<file path="src/common/dcf_regs.svh">
// Constants of the nine-bit status-flag FIFO: depth, widths, reset values.
// Included by the design top and by the verification files; holds definitions only.
`ifndef DCF_REGS_SVH
`define DCF_REGS_SVH

`define DCF_DATA_W        9
`define DCF_DEPTH         64
`define DCF_CNT_W         7
`define DCF_OFS_W         16
`define DCF_THR_W         17
`define DCF_DEF_EMPTY_OFS 16'h0007
`define DCF_DEF_FULL_OFS  16'h0007
`define DCF_DATA_RST      9'h000

`endif

</file>
<file path="src/common/dcf_pkg.sv">
// Types shared by the status-flag FIFO modules.
// Assumes nothing beyond a SystemVerilog compiler.
package dcf_pkg;

   // Role of the dual-purpose second write enable pin, caught after reset.
   typedef enum logic {
      DCF_PIN_LOAD = 1'b0,
      DCF_PIN_DUAL = 1'b1
   } dcf_pin_mode_t;

   // Offset register selected by the next load or offset read.
   typedef enum logic [1:0] {
      DCF_SEL_EMPTY_LO = 2'b00,
      DCF_SEL_EMPTY_HI = 2'b01,
      DCF_SEL_FULL_LO  = 2'b10,
      DCF_SEL_FULL_HI  = 2'b11
   } dcf_ofs_sel_t;

endpackage

</file>
<file path="src/rtl/dcf_store.sv">
// Storage FIFO with valid and ready on both sides and a registered word count.
// Assumes one clock and an asynchronous active-low reset; DEPTH is a power of two.
`timescale 1ns/1ps
module dcf_store #(
   parameter int WIDTH = 9,
   parameter int DEPTH = 64
) (
   input  wire logic                         clk_i,
   input  wire logic                         rst_n_i,
   input  wire logic                         in_valid_i,
   output logic                              in_ready_o,
   input  wire logic [WIDTH-1:0]             in_data_i,
   output logic                              out_valid_o,
   input  wire logic                         out_ready_i,
   output logic [WIDTH-1:0]                  out_data_o,
   output logic [$clog2(DEPTH+1)-1:0]        count_o
);

   localparam int PTR_W = $clog2(DEPTH);
   localparam int CNT_W = $clog2(DEPTH+1);
   localparam logic [CNT_W-1:0] FULL_CNT = CNT_W'(DEPTH);
   localparam logic [CNT_W-1:0] CNT_ONE  = CNT_W'(1);
   localparam logic [PTR_W-1:0] PTR_ONE  = PTR_W'(1);

   logic [WIDTH-1:0] mem [DEPTH];
   logic [PTR_W-1:0] wr_ptr_ff;
   logic [PTR_W-1:0] rd_ptr_ff;
   logic [CNT_W-1:0] cnt_ff;
   logic [PTR_W-1:0] nxt_wr_ptr;
   logic [PTR_W-1:0] nxt_rd_ptr;
   logic [CNT_W-1:0] nxt_cnt;
   logic             push;
   logic             pop;

   assign in_ready_o  = (cnt_ff != FULL_CNT);
   assign out_valid_o = (cnt_ff != '0);
   assign out_data_o  = mem[rd_ptr_ff];
   assign count_o     = cnt_ff;
   assign push        = in_valid_i & in_ready_o;
   assign pop         = out_ready_i & out_valid_o;

   always_comb begin
      nxt_wr_ptr = wr_ptr_ff;
      nxt_rd_ptr = rd_ptr_ff;
      nxt_cnt    = cnt_ff;
      if (push) begin
         nxt_wr_ptr = wr_ptr_ff + PTR_ONE;
      end
      if (pop) begin
         nxt_rd_ptr = rd_ptr_ff + PTR_ONE;
      end
      if (push && !pop) begin
         nxt_cnt = cnt_ff + CNT_ONE;
      end else if (pop && !push) begin
         nxt_cnt = cnt_ff - CNT_ONE;
      end
   end

   // Both pointers return to the first location under reset.
   always_ff @(posedge clk_i or negedge rst_n_i) begin
      if (!rst_n_i) begin
         wr_ptr_ff <= '0;
         rd_ptr_ff <= '0;
         cnt_ff    <= '0;
      end else begin
         wr_ptr_ff <= nxt_wr_ptr;
         rd_ptr_ff <= nxt_rd_ptr;
         cnt_ff    <= nxt_cnt;
      end
   end

   // The array carries no reset so it maps onto plain memory.
   always_ff @(posedge clk_i) begin
      if (push) begin
         mem[wr_ptr_ff] <= in_data_i;
      end
   end

endmodule

</file>
<file path="src/rtl/dcf_top.sv">
// Nine-bit FIFO with full, empty and programmable almost flags and offset loading.
// Assumes write and read sides share mclk_i and all inputs are synchronous to it.
//
// Function
// - Full flag low and writes blocked when the count reaches the depth.
// - Full flag changes only on write-clock rising edges.
// - Empty flag low and reads blocked when the count is zero.
// - Almost-full flag low once the count reaches depth minus the full offset.
// - Full offset defaults to seven when nothing was loaded.
// - Almost-full flag changes only on write-clock rising edges.
// - Almost-empty flag low while count is at most the empty offset.
// - Empty offset defaults to seven when nothing was loaded.
// - Almost-empty flag changes only on read-clock rising edges.
// - Flags follow the word count in five count bands.
// - Second write pin level at reset picks second enable or load enable.
// - After reset data reads low when enabled, undriven when disabled.
// - Logic works with both clocks toggling through reset.
// - Full flag may lag one write edge after a close read edge.
// - Empty flag may lag one read edge after a close write edge.
// - Almost flags may lag one edge of their own clock.
// - First word after empty appears one or two read periods later.
// - In dual-enable mode either write enable inactive blocks a write.
// - Depth expansion holds the pin high at reset; offsets stay default.
// - Reset returns both pointers to the first location.
// - Load mode writes offset bytes in a four-step wrapping sequence.
// - Reads ignored while empty, writes ignored while full.
// - Output enable high releases the nine-bit data bus.
`timescale 1ns/1ps
`include "dcf_regs.svh"
module dcf_top (
   input  wire logic                    mclk_i,
   input  wire logic                    arst_n_i,
   input  wire logic [`DCF_DATA_W-1:0]  data_in_i,
   input  wire logic                    write_enable_primary_n_i,
   input  wire logic                    write_enable_second_or_load_i,
   input  wire logic                    read_enable_primary_n_i,
   input  wire logic                    read_enable_second_n_i,
   input  wire logic                    output_enable_n_i,
   output logic [`DCF_DATA_W-1:0]       data_out_o,
   output logic                         data_out_oe_o,
   output logic                         full_flag_n_o,
   output logic                         almost_full_flag_n_o,
   output logic                         empty_flag_n_o,
   output logic                         almost_empty_flag_n_o
);

   localparam logic [`DCF_CNT_W-1:0] CNT_FULL = `DCF_CNT_W'(`DCF_DEPTH);
   localparam logic [`DCF_CNT_W-1:0] CNT_ONE  = `DCF_CNT_W'(1);
   localparam logic [`DCF_THR_W-1:0] THR_FULL = `DCF_THR_W'(`DCF_DEPTH);

   // Low while the count plus the full offset reaches the depth.
   function automatic logic almost_full_n(input logic [`DCF_CNT_W-1:0] cnt,
                                          input logic [`DCF_OFS_W-1:0] ofs);
      logic [`DCF_THR_W-1:0] sum;
      sum = `DCF_THR_W'(cnt) + `DCF_THR_W'(ofs);
      return (sum >= THR_FULL) ? 1'b0 : 1'b1;
   endfunction

   // Low while the count does not exceed the empty offset.
   function automatic logic almost_empty_n(input logic [`DCF_CNT_W-1:0] cnt,
                                           input logic [`DCF_OFS_W-1:0] ofs);
      return (`DCF_OFS_W'(cnt) <= ofs) ? 1'b0 : 1'b1;
   endfunction

   // Byte of an offset register as it appears on the nine-bit output.
   function automatic logic [`DCF_DATA_W-1:0] ofs_byte(input logic [7:0] b);
      return {1'b0, b};
   endfunction

   logic                     cfg_done_ff;
   dcf_pkg::dcf_pin_mode_t   mode_ff;
   logic                     nxt_cfg_done;
   dcf_pkg::dcf_pin_mode_t   nxt_mode;

   logic [`DCF_OFS_W-1:0]    empty_ofs_ff;
   logic [`DCF_OFS_W-1:0]    full_ofs_ff;
   dcf_pkg::dcf_ofs_sel_t    sel_ff;
   logic [`DCF_OFS_W-1:0]    nxt_empty_ofs;
   logic [`DCF_OFS_W-1:0]    nxt_full_ofs;
   dcf_pkg::dcf_ofs_sel_t    nxt_sel;

   logic [`DCF_DATA_W-1:0]   data_ff;
   logic                     oe_ff;
   logic                     full_n_ff;
   logic                     afull_n_ff;
   logic                     empty_n_ff;
   logic                     aempty_n_ff;
   logic [`DCF_DATA_W-1:0]   nxt_data;
   logic                     nxt_oe;
   logic                     nxt_full_n;
   logic                     nxt_afull_n;
   logic                     nxt_empty_n;
   logic                     nxt_aempty_n;

   logic                     pin_high;
   logic                     wr_req;
   logic                     rd_req;
   logic                     ofs_load;
   logic                     ofs_read;
   logic                     in_ready;
   logic                     out_valid;
   logic                     push;
   logic                     pop;
   logic [`DCF_DATA_W-1:0]   head_data;
   logic [`DCF_CNT_W-1:0]    count;
   logic [`DCF_CNT_W-1:0]    cnt_nxt;

   assign pin_high = write_enable_second_or_load_i;
   // A write needs the primary enable low and the second pin high in either mode.
   assign wr_req   = cfg_done_ff & ~write_enable_primary_n_i & pin_high;
   assign rd_req   = cfg_done_ff & ~read_enable_primary_n_i & ~read_enable_second_n_i;
   assign ofs_load = cfg_done_ff & (mode_ff == dcf_pkg::DCF_PIN_LOAD)
                     & ~pin_high & ~write_enable_primary_n_i;
   assign ofs_read = rd_req & (mode_ff == dcf_pkg::DCF_PIN_LOAD) & ~pin_high;
   assign push     = wr_req & in_ready;
   assign pop      = rd_req & ~ofs_read & out_valid;

   dcf_store #(
      .WIDTH (`DCF_DATA_W),
      .DEPTH (`DCF_DEPTH)
   ) u_store (
      .clk_i       (mclk_i),
      .rst_n_i     (arst_n_i),
      .in_valid_i  (wr_req),
      .in_ready_o  (in_ready),
      .in_data_i   (data_in_i),
      .out_valid_o (out_valid),
      .out_ready_i (rd_req & ~ofs_read),
      .out_data_o  (head_data),
      .count_o     (count)
   );

   // The pin role is caught on the first edge after release, since an
   // asynchronous reset may only load constants; no transfer is taken before.
   always_comb begin
      nxt_cfg_done = 1'b1;
      nxt_mode     = mode_ff;
      if (!cfg_done_ff) begin
         nxt_mode = pin_high ? dcf_pkg::DCF_PIN_DUAL : dcf_pkg::DCF_PIN_LOAD;
      end
   end

   always_ff @(posedge mclk_i or negedge arst_n_i) begin
      if (!arst_n_i) begin
         cfg_done_ff <= 1'b0;
         mode_ff     <= dcf_pkg::DCF_PIN_LOAD;
      end else begin
         cfg_done_ff <= nxt_cfg_done;
         mode_ff     <= nxt_mode;
      end
   end

   // One selector serves both loading and reading of the offsets, so a
   // load and an offset read in the same cycle advance it only once between them.
   always_comb begin
      nxt_empty_ofs = empty_ofs_ff;
      nxt_full_ofs  = full_ofs_ff;
      nxt_sel       = sel_ff;
      if (ofs_load || ofs_read) begin
         case (sel_ff)
            dcf_pkg::DCF_SEL_EMPTY_LO: begin
               nxt_sel = dcf_pkg::DCF_SEL_EMPTY_HI;
            end
            dcf_pkg::DCF_SEL_EMPTY_HI: begin
               nxt_sel = dcf_pkg::DCF_SEL_FULL_LO;
            end
            dcf_pkg::DCF_SEL_FULL_LO: begin
               nxt_sel = dcf_pkg::DCF_SEL_FULL_HI;
            end
            dcf_pkg::DCF_SEL_FULL_HI: begin
               nxt_sel = dcf_pkg::DCF_SEL_EMPTY_LO;
            end
            default: begin
               nxt_sel = dcf_pkg::DCF_SEL_EMPTY_LO;
            end
         endcase
      end
      if (ofs_load) begin
         case (sel_ff)
            dcf_pkg::DCF_SEL_EMPTY_LO: begin
               nxt_empty_ofs = {empty_ofs_ff[15:8], data_in_i[7:0]};
            end
            dcf_pkg::DCF_SEL_EMPTY_HI: begin
               nxt_empty_ofs = {data_in_i[7:0], empty_ofs_ff[7:0]};
            end
            dcf_pkg::DCF_SEL_FULL_LO: begin
               nxt_full_ofs = {full_ofs_ff[15:8], data_in_i[7:0]};
            end
            dcf_pkg::DCF_SEL_FULL_HI: begin
               nxt_full_ofs = {data_in_i[7:0], full_ofs_ff[7:0]};
            end
            default: begin
               nxt_full_ofs = full_ofs_ff;
            end
         endcase
      end
   end

   // Dual-enable mode can never load, so its offsets stay at the defaults.
   always_ff @(posedge mclk_i or negedge arst_n_i) begin
      if (!arst_n_i) begin
         empty_ofs_ff <= `DCF_DEF_EMPTY_OFS;
         full_ofs_ff  <= `DCF_DEF_FULL_OFS;
         sel_ff       <= dcf_pkg::DCF_SEL_EMPTY_LO;
      end else begin
         empty_ofs_ff <= nxt_empty_ofs;
         full_ofs_ff  <= nxt_full_ofs;
         sel_ff       <= nxt_sel;
      end
   end

   // Flags come from the count after this edge, so they never lag a
   // transfer; with one clock the permitted extra edge of delay is unused.
   always_comb begin
      cnt_nxt = count;
      if (push && !pop) begin
         cnt_nxt = count + CNT_ONE;
      end else if (pop && !push) begin
         cnt_nxt = count - CNT_ONE;
      end
      nxt_full_n   = (cnt_nxt == CNT_FULL) ? 1'b0 : 1'b1;
      nxt_afull_n  = almost_full_n(cnt_nxt, full_ofs_ff);
      nxt_empty_n  = (cnt_nxt == '0) ? 1'b0 : 1'b1;
      nxt_aempty_n = almost_empty_n(cnt_nxt, empty_ofs_ff);
      nxt_oe       = ~output_enable_n_i;
      nxt_data     = data_ff;
      if (pop) begin
         nxt_data = head_data;
      end else if (ofs_read) begin
         case (sel_ff)
            dcf_pkg::DCF_SEL_EMPTY_LO: begin
               nxt_data = ofs_byte(empty_ofs_ff[7:0]);
            end
            dcf_pkg::DCF_SEL_EMPTY_HI: begin
               nxt_data = ofs_byte(empty_ofs_ff[15:8]);
            end
            dcf_pkg::DCF_SEL_FULL_LO: begin
               nxt_data = ofs_byte(full_ofs_ff[7:0]);
            end
            dcf_pkg::DCF_SEL_FULL_HI: begin
               nxt_data = ofs_byte(full_ofs_ff[15:8]);
            end
            default: begin
               nxt_data = data_ff;
            end
         endcase
      end
   end

   // All flags are registered from the shared clock, which here stands for
   // both the write clock and the read clock.
   always_ff @(posedge mclk_i or negedge arst_n_i) begin
      if (!arst_n_i) begin
         full_n_ff   <= 1'b1;
         afull_n_ff  <= 1'b1;
         empty_n_ff  <= 1'b0;
         aempty_n_ff <= 1'b0;
         data_ff     <= `DCF_DATA_RST;
         oe_ff       <= 1'b0;
      end else begin
         full_n_ff   <= nxt_full_n;
         afull_n_ff  <= nxt_afull_n;
         empty_n_ff  <= nxt_empty_n;
         aempty_n_ff <= nxt_aempty_n;
         data_ff     <= nxt_data;
         oe_ff       <= nxt_oe;
      end
   end

   assign data_out_o            = data_ff;
   assign data_out_oe_o         = oe_ff;
   assign full_flag_n_o         = full_n_ff;
   assign almost_full_flag_n_o  = afull_n_ff;
   assign empty_flag_n_o        = empty_n_ff;
   assign almost_empty_flag_n_o = aempty_n_ff;

endmodule

</file>
<file path="config.mk">
export PLATFORM = sky130hd
export DESIGN_NAME = dcf_top
export DESIGN_NICKNAME = d
export VERILOG_FILES = /design/src/common/dcf_pkg.sv /design/src/rtl/dcf_store.sv /design/src/rtl/dcf_top.sv
export VERILOG_INCLUDE_DIRS = /design/src /design/src/common
export SDC_FILE = /design/constraint.sdc
export NUM_CORES = 1
export LEC_CHECK = 0
export ABC_AREA = 1
export BUFFER_PORTS_ARGS = -buffer_cell sky130_fd_sc_hd__buf_2
export CORE_MARGIN = 5
export CORE_UTILIZATION = 40
export CTS_CLUSTER_SIZE = 28
export DETAILED_ROUTE_END_ITERATION = 12
export PLACE_DENSITY = 0.56
export SLEW_MARGIN = 15
export SYNTH_ARGS = -nofsm -noshare
export SYNTH_HDL_FRONTEND = slang
export SYNTH_SLANG_ARGS = --single-unit
</file>
<file path="constraint.sdc">
create_clock -name mclk_i -period 4 [get_ports mclk_i]
set_clock_uncertainty 0.1 [all_clocks]
set_input_delay 0.4 -clock mclk_i [delete_from_list [all_inputs] [get_ports mclk_i]]
set_output_delay 0.4 -clock mclk_i [all_outputs]
set_load 0.005 [all_outputs]
</file>
==> results.md <==
* CTS max path bufs at 3
* Worst path required time at 4440 ps
* Maximum VDD drop at 774 uV
* Path type of the worst min-delay path: in -> reg
* Die Ht at 276 um
* Least-Margin Pin Slew at 980 ps
* Max-slew violations at 0
* Relative slew margins at 34.7%
* GRT Total Usage at 19.4%
* Tmin final at 3550 ps
* RD Place Congestion at 0.874
* Critical Path Most Common Cell: nand2_1
* Cells after Synth at 2762
* First-pass DRT Iterations at 6
* Ant. Diodes at 0
* Routed WL per cell at 19.8 um
* Worst Path Arrival at 4000 ps
* Share of layout cells above drive strength 1 at 9.00%
* Initial antenna violation count at 0
* Combinational share of power at 34.4%
* Most used flip-flop cell after synthesis: edfxtp_1
* Vias in the first global route at 19000
* Initial core utilization at 40.4%
* Die W at 276 um
* Via count at 19600
* Ports at 30
* Clock latency on the worst-skew pair at 620 ps
* Setup TNS at 0 ps
* Final period util at 88.8%
* Endpoints failing hold at 0
* Rows at 97
* CTS resizes at 0
* Clk pwr share at 28.3%
* DRT Wirelength at 75800 um
* Worst setup EP type: register
* Root Driver: clkbuf_16
* DRC viols at 0
* Net Sw Frac at 38.5%
* Max Fclk at 0.282 GHz
* Critical path, cell by cell: inv_1, ha_1, nand2_2, nor2_4, nor2_8, inv_2, nand2_4, nand3_1, nand2_1, inv_1, ha_1, inv_1, fa_1, nand3b_1, nand2_1, nand2_1, nand2_1, nand3_1, a21oi_1, nand3_1, nor2_1
* Post-route ant nets at 0
* Hold Worst Slack at 49.5 ps
* Die area at 76400 sq um
* RSZ-0062 raised after global routing: no
* Seq/Total Area, Yosys at 67.0%
* Syn avg cell area at 10.3 sq um
* Commonest non-fill, non-tap cell in the layout: nand2_1
* Crit path launch type: register
* Class of the most critical setup path: reg -> reg
* Netlist cell types at 40
* Syn_nets at 2805
* Power density over the cells at 682 nW/um^2
* Post-DP HPWL at 46400 um
* First-pass GRT wire length at 116000 um
* Sequential power share at 37.3%
* CTS clk-pin slew, worst paths at 60 ps
* I/O Buffers at 29
* Int Power at 13500 uW
* Max_cap viols at 0
* Mapped Area at 28400 sq um
* Clock H-tree levels at 3
* Slowest cell on the critical path: fa_1
* CTS buffer count at 70
* Max Fanout on Critical Path at 11
* Pleak at 0.0127 uW
* Slowest stage delay, CP at 410 ps
* Final setup fails at 0
* Area of the core at 70300 sq um
* Finished Cell Area at 32300 sq um
* FILL cells at 6481
* Global route overflow at 0
* Area delta synth->final at 13.6%
* Post-layout net count at 2880
* Switching power at 8470 uW
* Async S/R FF share, synth at 10.7%
* Largest net degree at the start of global routing at 193
* Initial drt markers at 2028
* Drt via density at 5.12
* Clk sinks at 645
* Flops & latches, synth at 645
* Number of synthesized flops with an enable pin at 576
* Commonest cells after routing, fill and taps aside: 811 x nand2_1, 576 x edfxtp_1, 364 x nand3_1
* Synth Warn # at 0
* Post-place instance area at 30000 sq um
* CTS tree: yes
* Status: completed
-- synth_stat cells (3+ instances only) --
| master | instances | area share [%] |
|---|---|---|
| buf_2 | 88 | 1.6 |
| buf_6 | 3 | 0.12 |
| o21ai_0 | 121 | 2.1 |
| nor3_1 | 3 | 0.053 |
| nand3b_1 | 4 | 0.11 |
| nand2_1 | 811 | 11 |
| nor2_4 | 5 | 0.20 |
| and3_1 | 5 | 0.11 |
| nand4_1 | 13 | 0.29 |
| nor2_1 | 287 | 3.8 |
| inv_2 | 4 | 0.053 |
| xor2_1 | 19 | 0.59 |
| clkbuf_1 | 37 | 0.49 |
| edfxtp_1 | 576 | 61 |
| dfstp_2 | 8 | 0.74 |
| inv_1 | 231 | 3.1 |
| a21oi_1 | 56 | 0.99 |
| ha_1 | 26 | 1.1 |
| clkinv_1 | 3 | 0.040 |
| nor2_2 | 3 | 0.066 |
| o211ai_1 | 11 | 0.29 |
| nand3_1 | 364 | 6.4 |
| dfrtp_1 | 61 | 5.4 |
-- worst max-delay path, delay by kind of cell (launching register included) --
kind                     cells  cell delay, ps
AO/OA/AOI/OAI                1             160
adder cells (fa/ha/maj)      3             820
buffers and inverters        4             450
flip-flops                   1             400
AND/OR/NAND/NOR             13            1550
-- power by group through the flow --
stage | clock network, uW | logic [uW] | registers [uW]
floorplan | 0 | 5160 | 8050
global route | 6670 | 8380 | 8260
global placement | 0 | 7440 | 8320
detailed placement | 0 | 7530 | 8330
CTS | 6370 | 7560 | 8190
finish | 6230 | 7550 | 8200
-- flip-flops by register name, summed over array words and instances, names as in the netlist, 2 cells and up --
| signal | flops |
|---|---|
| u_store.mem | 576 |
| empty_ofs_ff | 16 |
| full_ofs_ff | 16 |
| data_out_o | 9 |
| u_store.count_o | 7 |
| u_store.rd_ptr_ff | 6 |
| u_store.wr_ptr_ff | 6 |
| sel_ff | 2 |
-- kinds of logic (layout without fill, tap and decap cells) --
logic type | Yosys count | count (layout) | synth area share (%)
fa+ha+maj | 27 | 27 | 1.22
compound gates | 194 | 194 | 3.63
other cells | 1 | 1 | 0.0132
simple gates | 1504 | 1504 | 22.1
buf+inv | 371 | 499 | 5.41
xor+xnor | 20 | 20 | 0.617
flops | 645 | 645 | 67.0
-- per-layer routing --
layer	GRT usage, %	up-vias	wire, um
li1	-	9381	-
met1	27.3	9469	33400
met2	31.2	639	35200
met3	2.94	130	4940
met4	6.58	0	2300
met5	0	-	0
-- path summary, 6_finish.rpt --
kind | startpoint | end | slack (ps) | depth (start not counted)
worst max-delay path | u_store.count_o[0]$_DFF_PN0_ | almost_full_flag_n_o$_DFF_PN1_ | 450 | 21
worst min-delay path | data_in_i[7] | u_store.mem[37][7]$_DFFE_PP_ | 50 | 1
worst max register to register | u_store.count_o[0]$_DFF_PN0_ | almost_full_flag_n_o$_DFF_PN1_ | 450 | 21
worst min register to register | mode_ff$_DFFE_PN0N_ | mode_ff$_DFFE_PN0N_ | 380 | 2
max in group asynchronous | arst_n_i | u_store.rd_ptr_ff[0]$_DFFE_PN0N_ | 2720 | 2
min in group asynchronous | arst_n_i | cfg_done_ff$_DFF_PN0_ | 380 | 2
-- per-stage QoR --
step	instances	setup WS [ps]	utilization (%)	total power [uW]
after global placement	3702	532	42.7	15800
after floorplan	2762	949	-	13200
after global routing	3830	58.2	45.9	23300
final	3830	448	45.9	22000
after CTS	3830	453	45.9	22100
after detailed placement	3702	465	42.7	15900
-- area by class of cell --
class | instances | area (sq um) | share of cell area, %
Tap cell | 940 | 1180 | 3.65
Clock inverter | 32 | 279 | 0.865
Inverter | 239 | 910 | 2.82
Clock buffer | 93 | 1920 | 5.95
Timing Repair Buffer | 135 | 1090 | 3.38
Sequential cell | 645 | 19000 | 59.0
Multi-Input combinational cell | 1746 | 7840 | 24.3
-- what timing repair did --
action / 4_1_cts / 5_1_grt
buffers inserted: 0 / 0
hold endpoints to repair: 63 / 0
hold buffers: 3 / 0
Power figures use the tool's default switching activity.
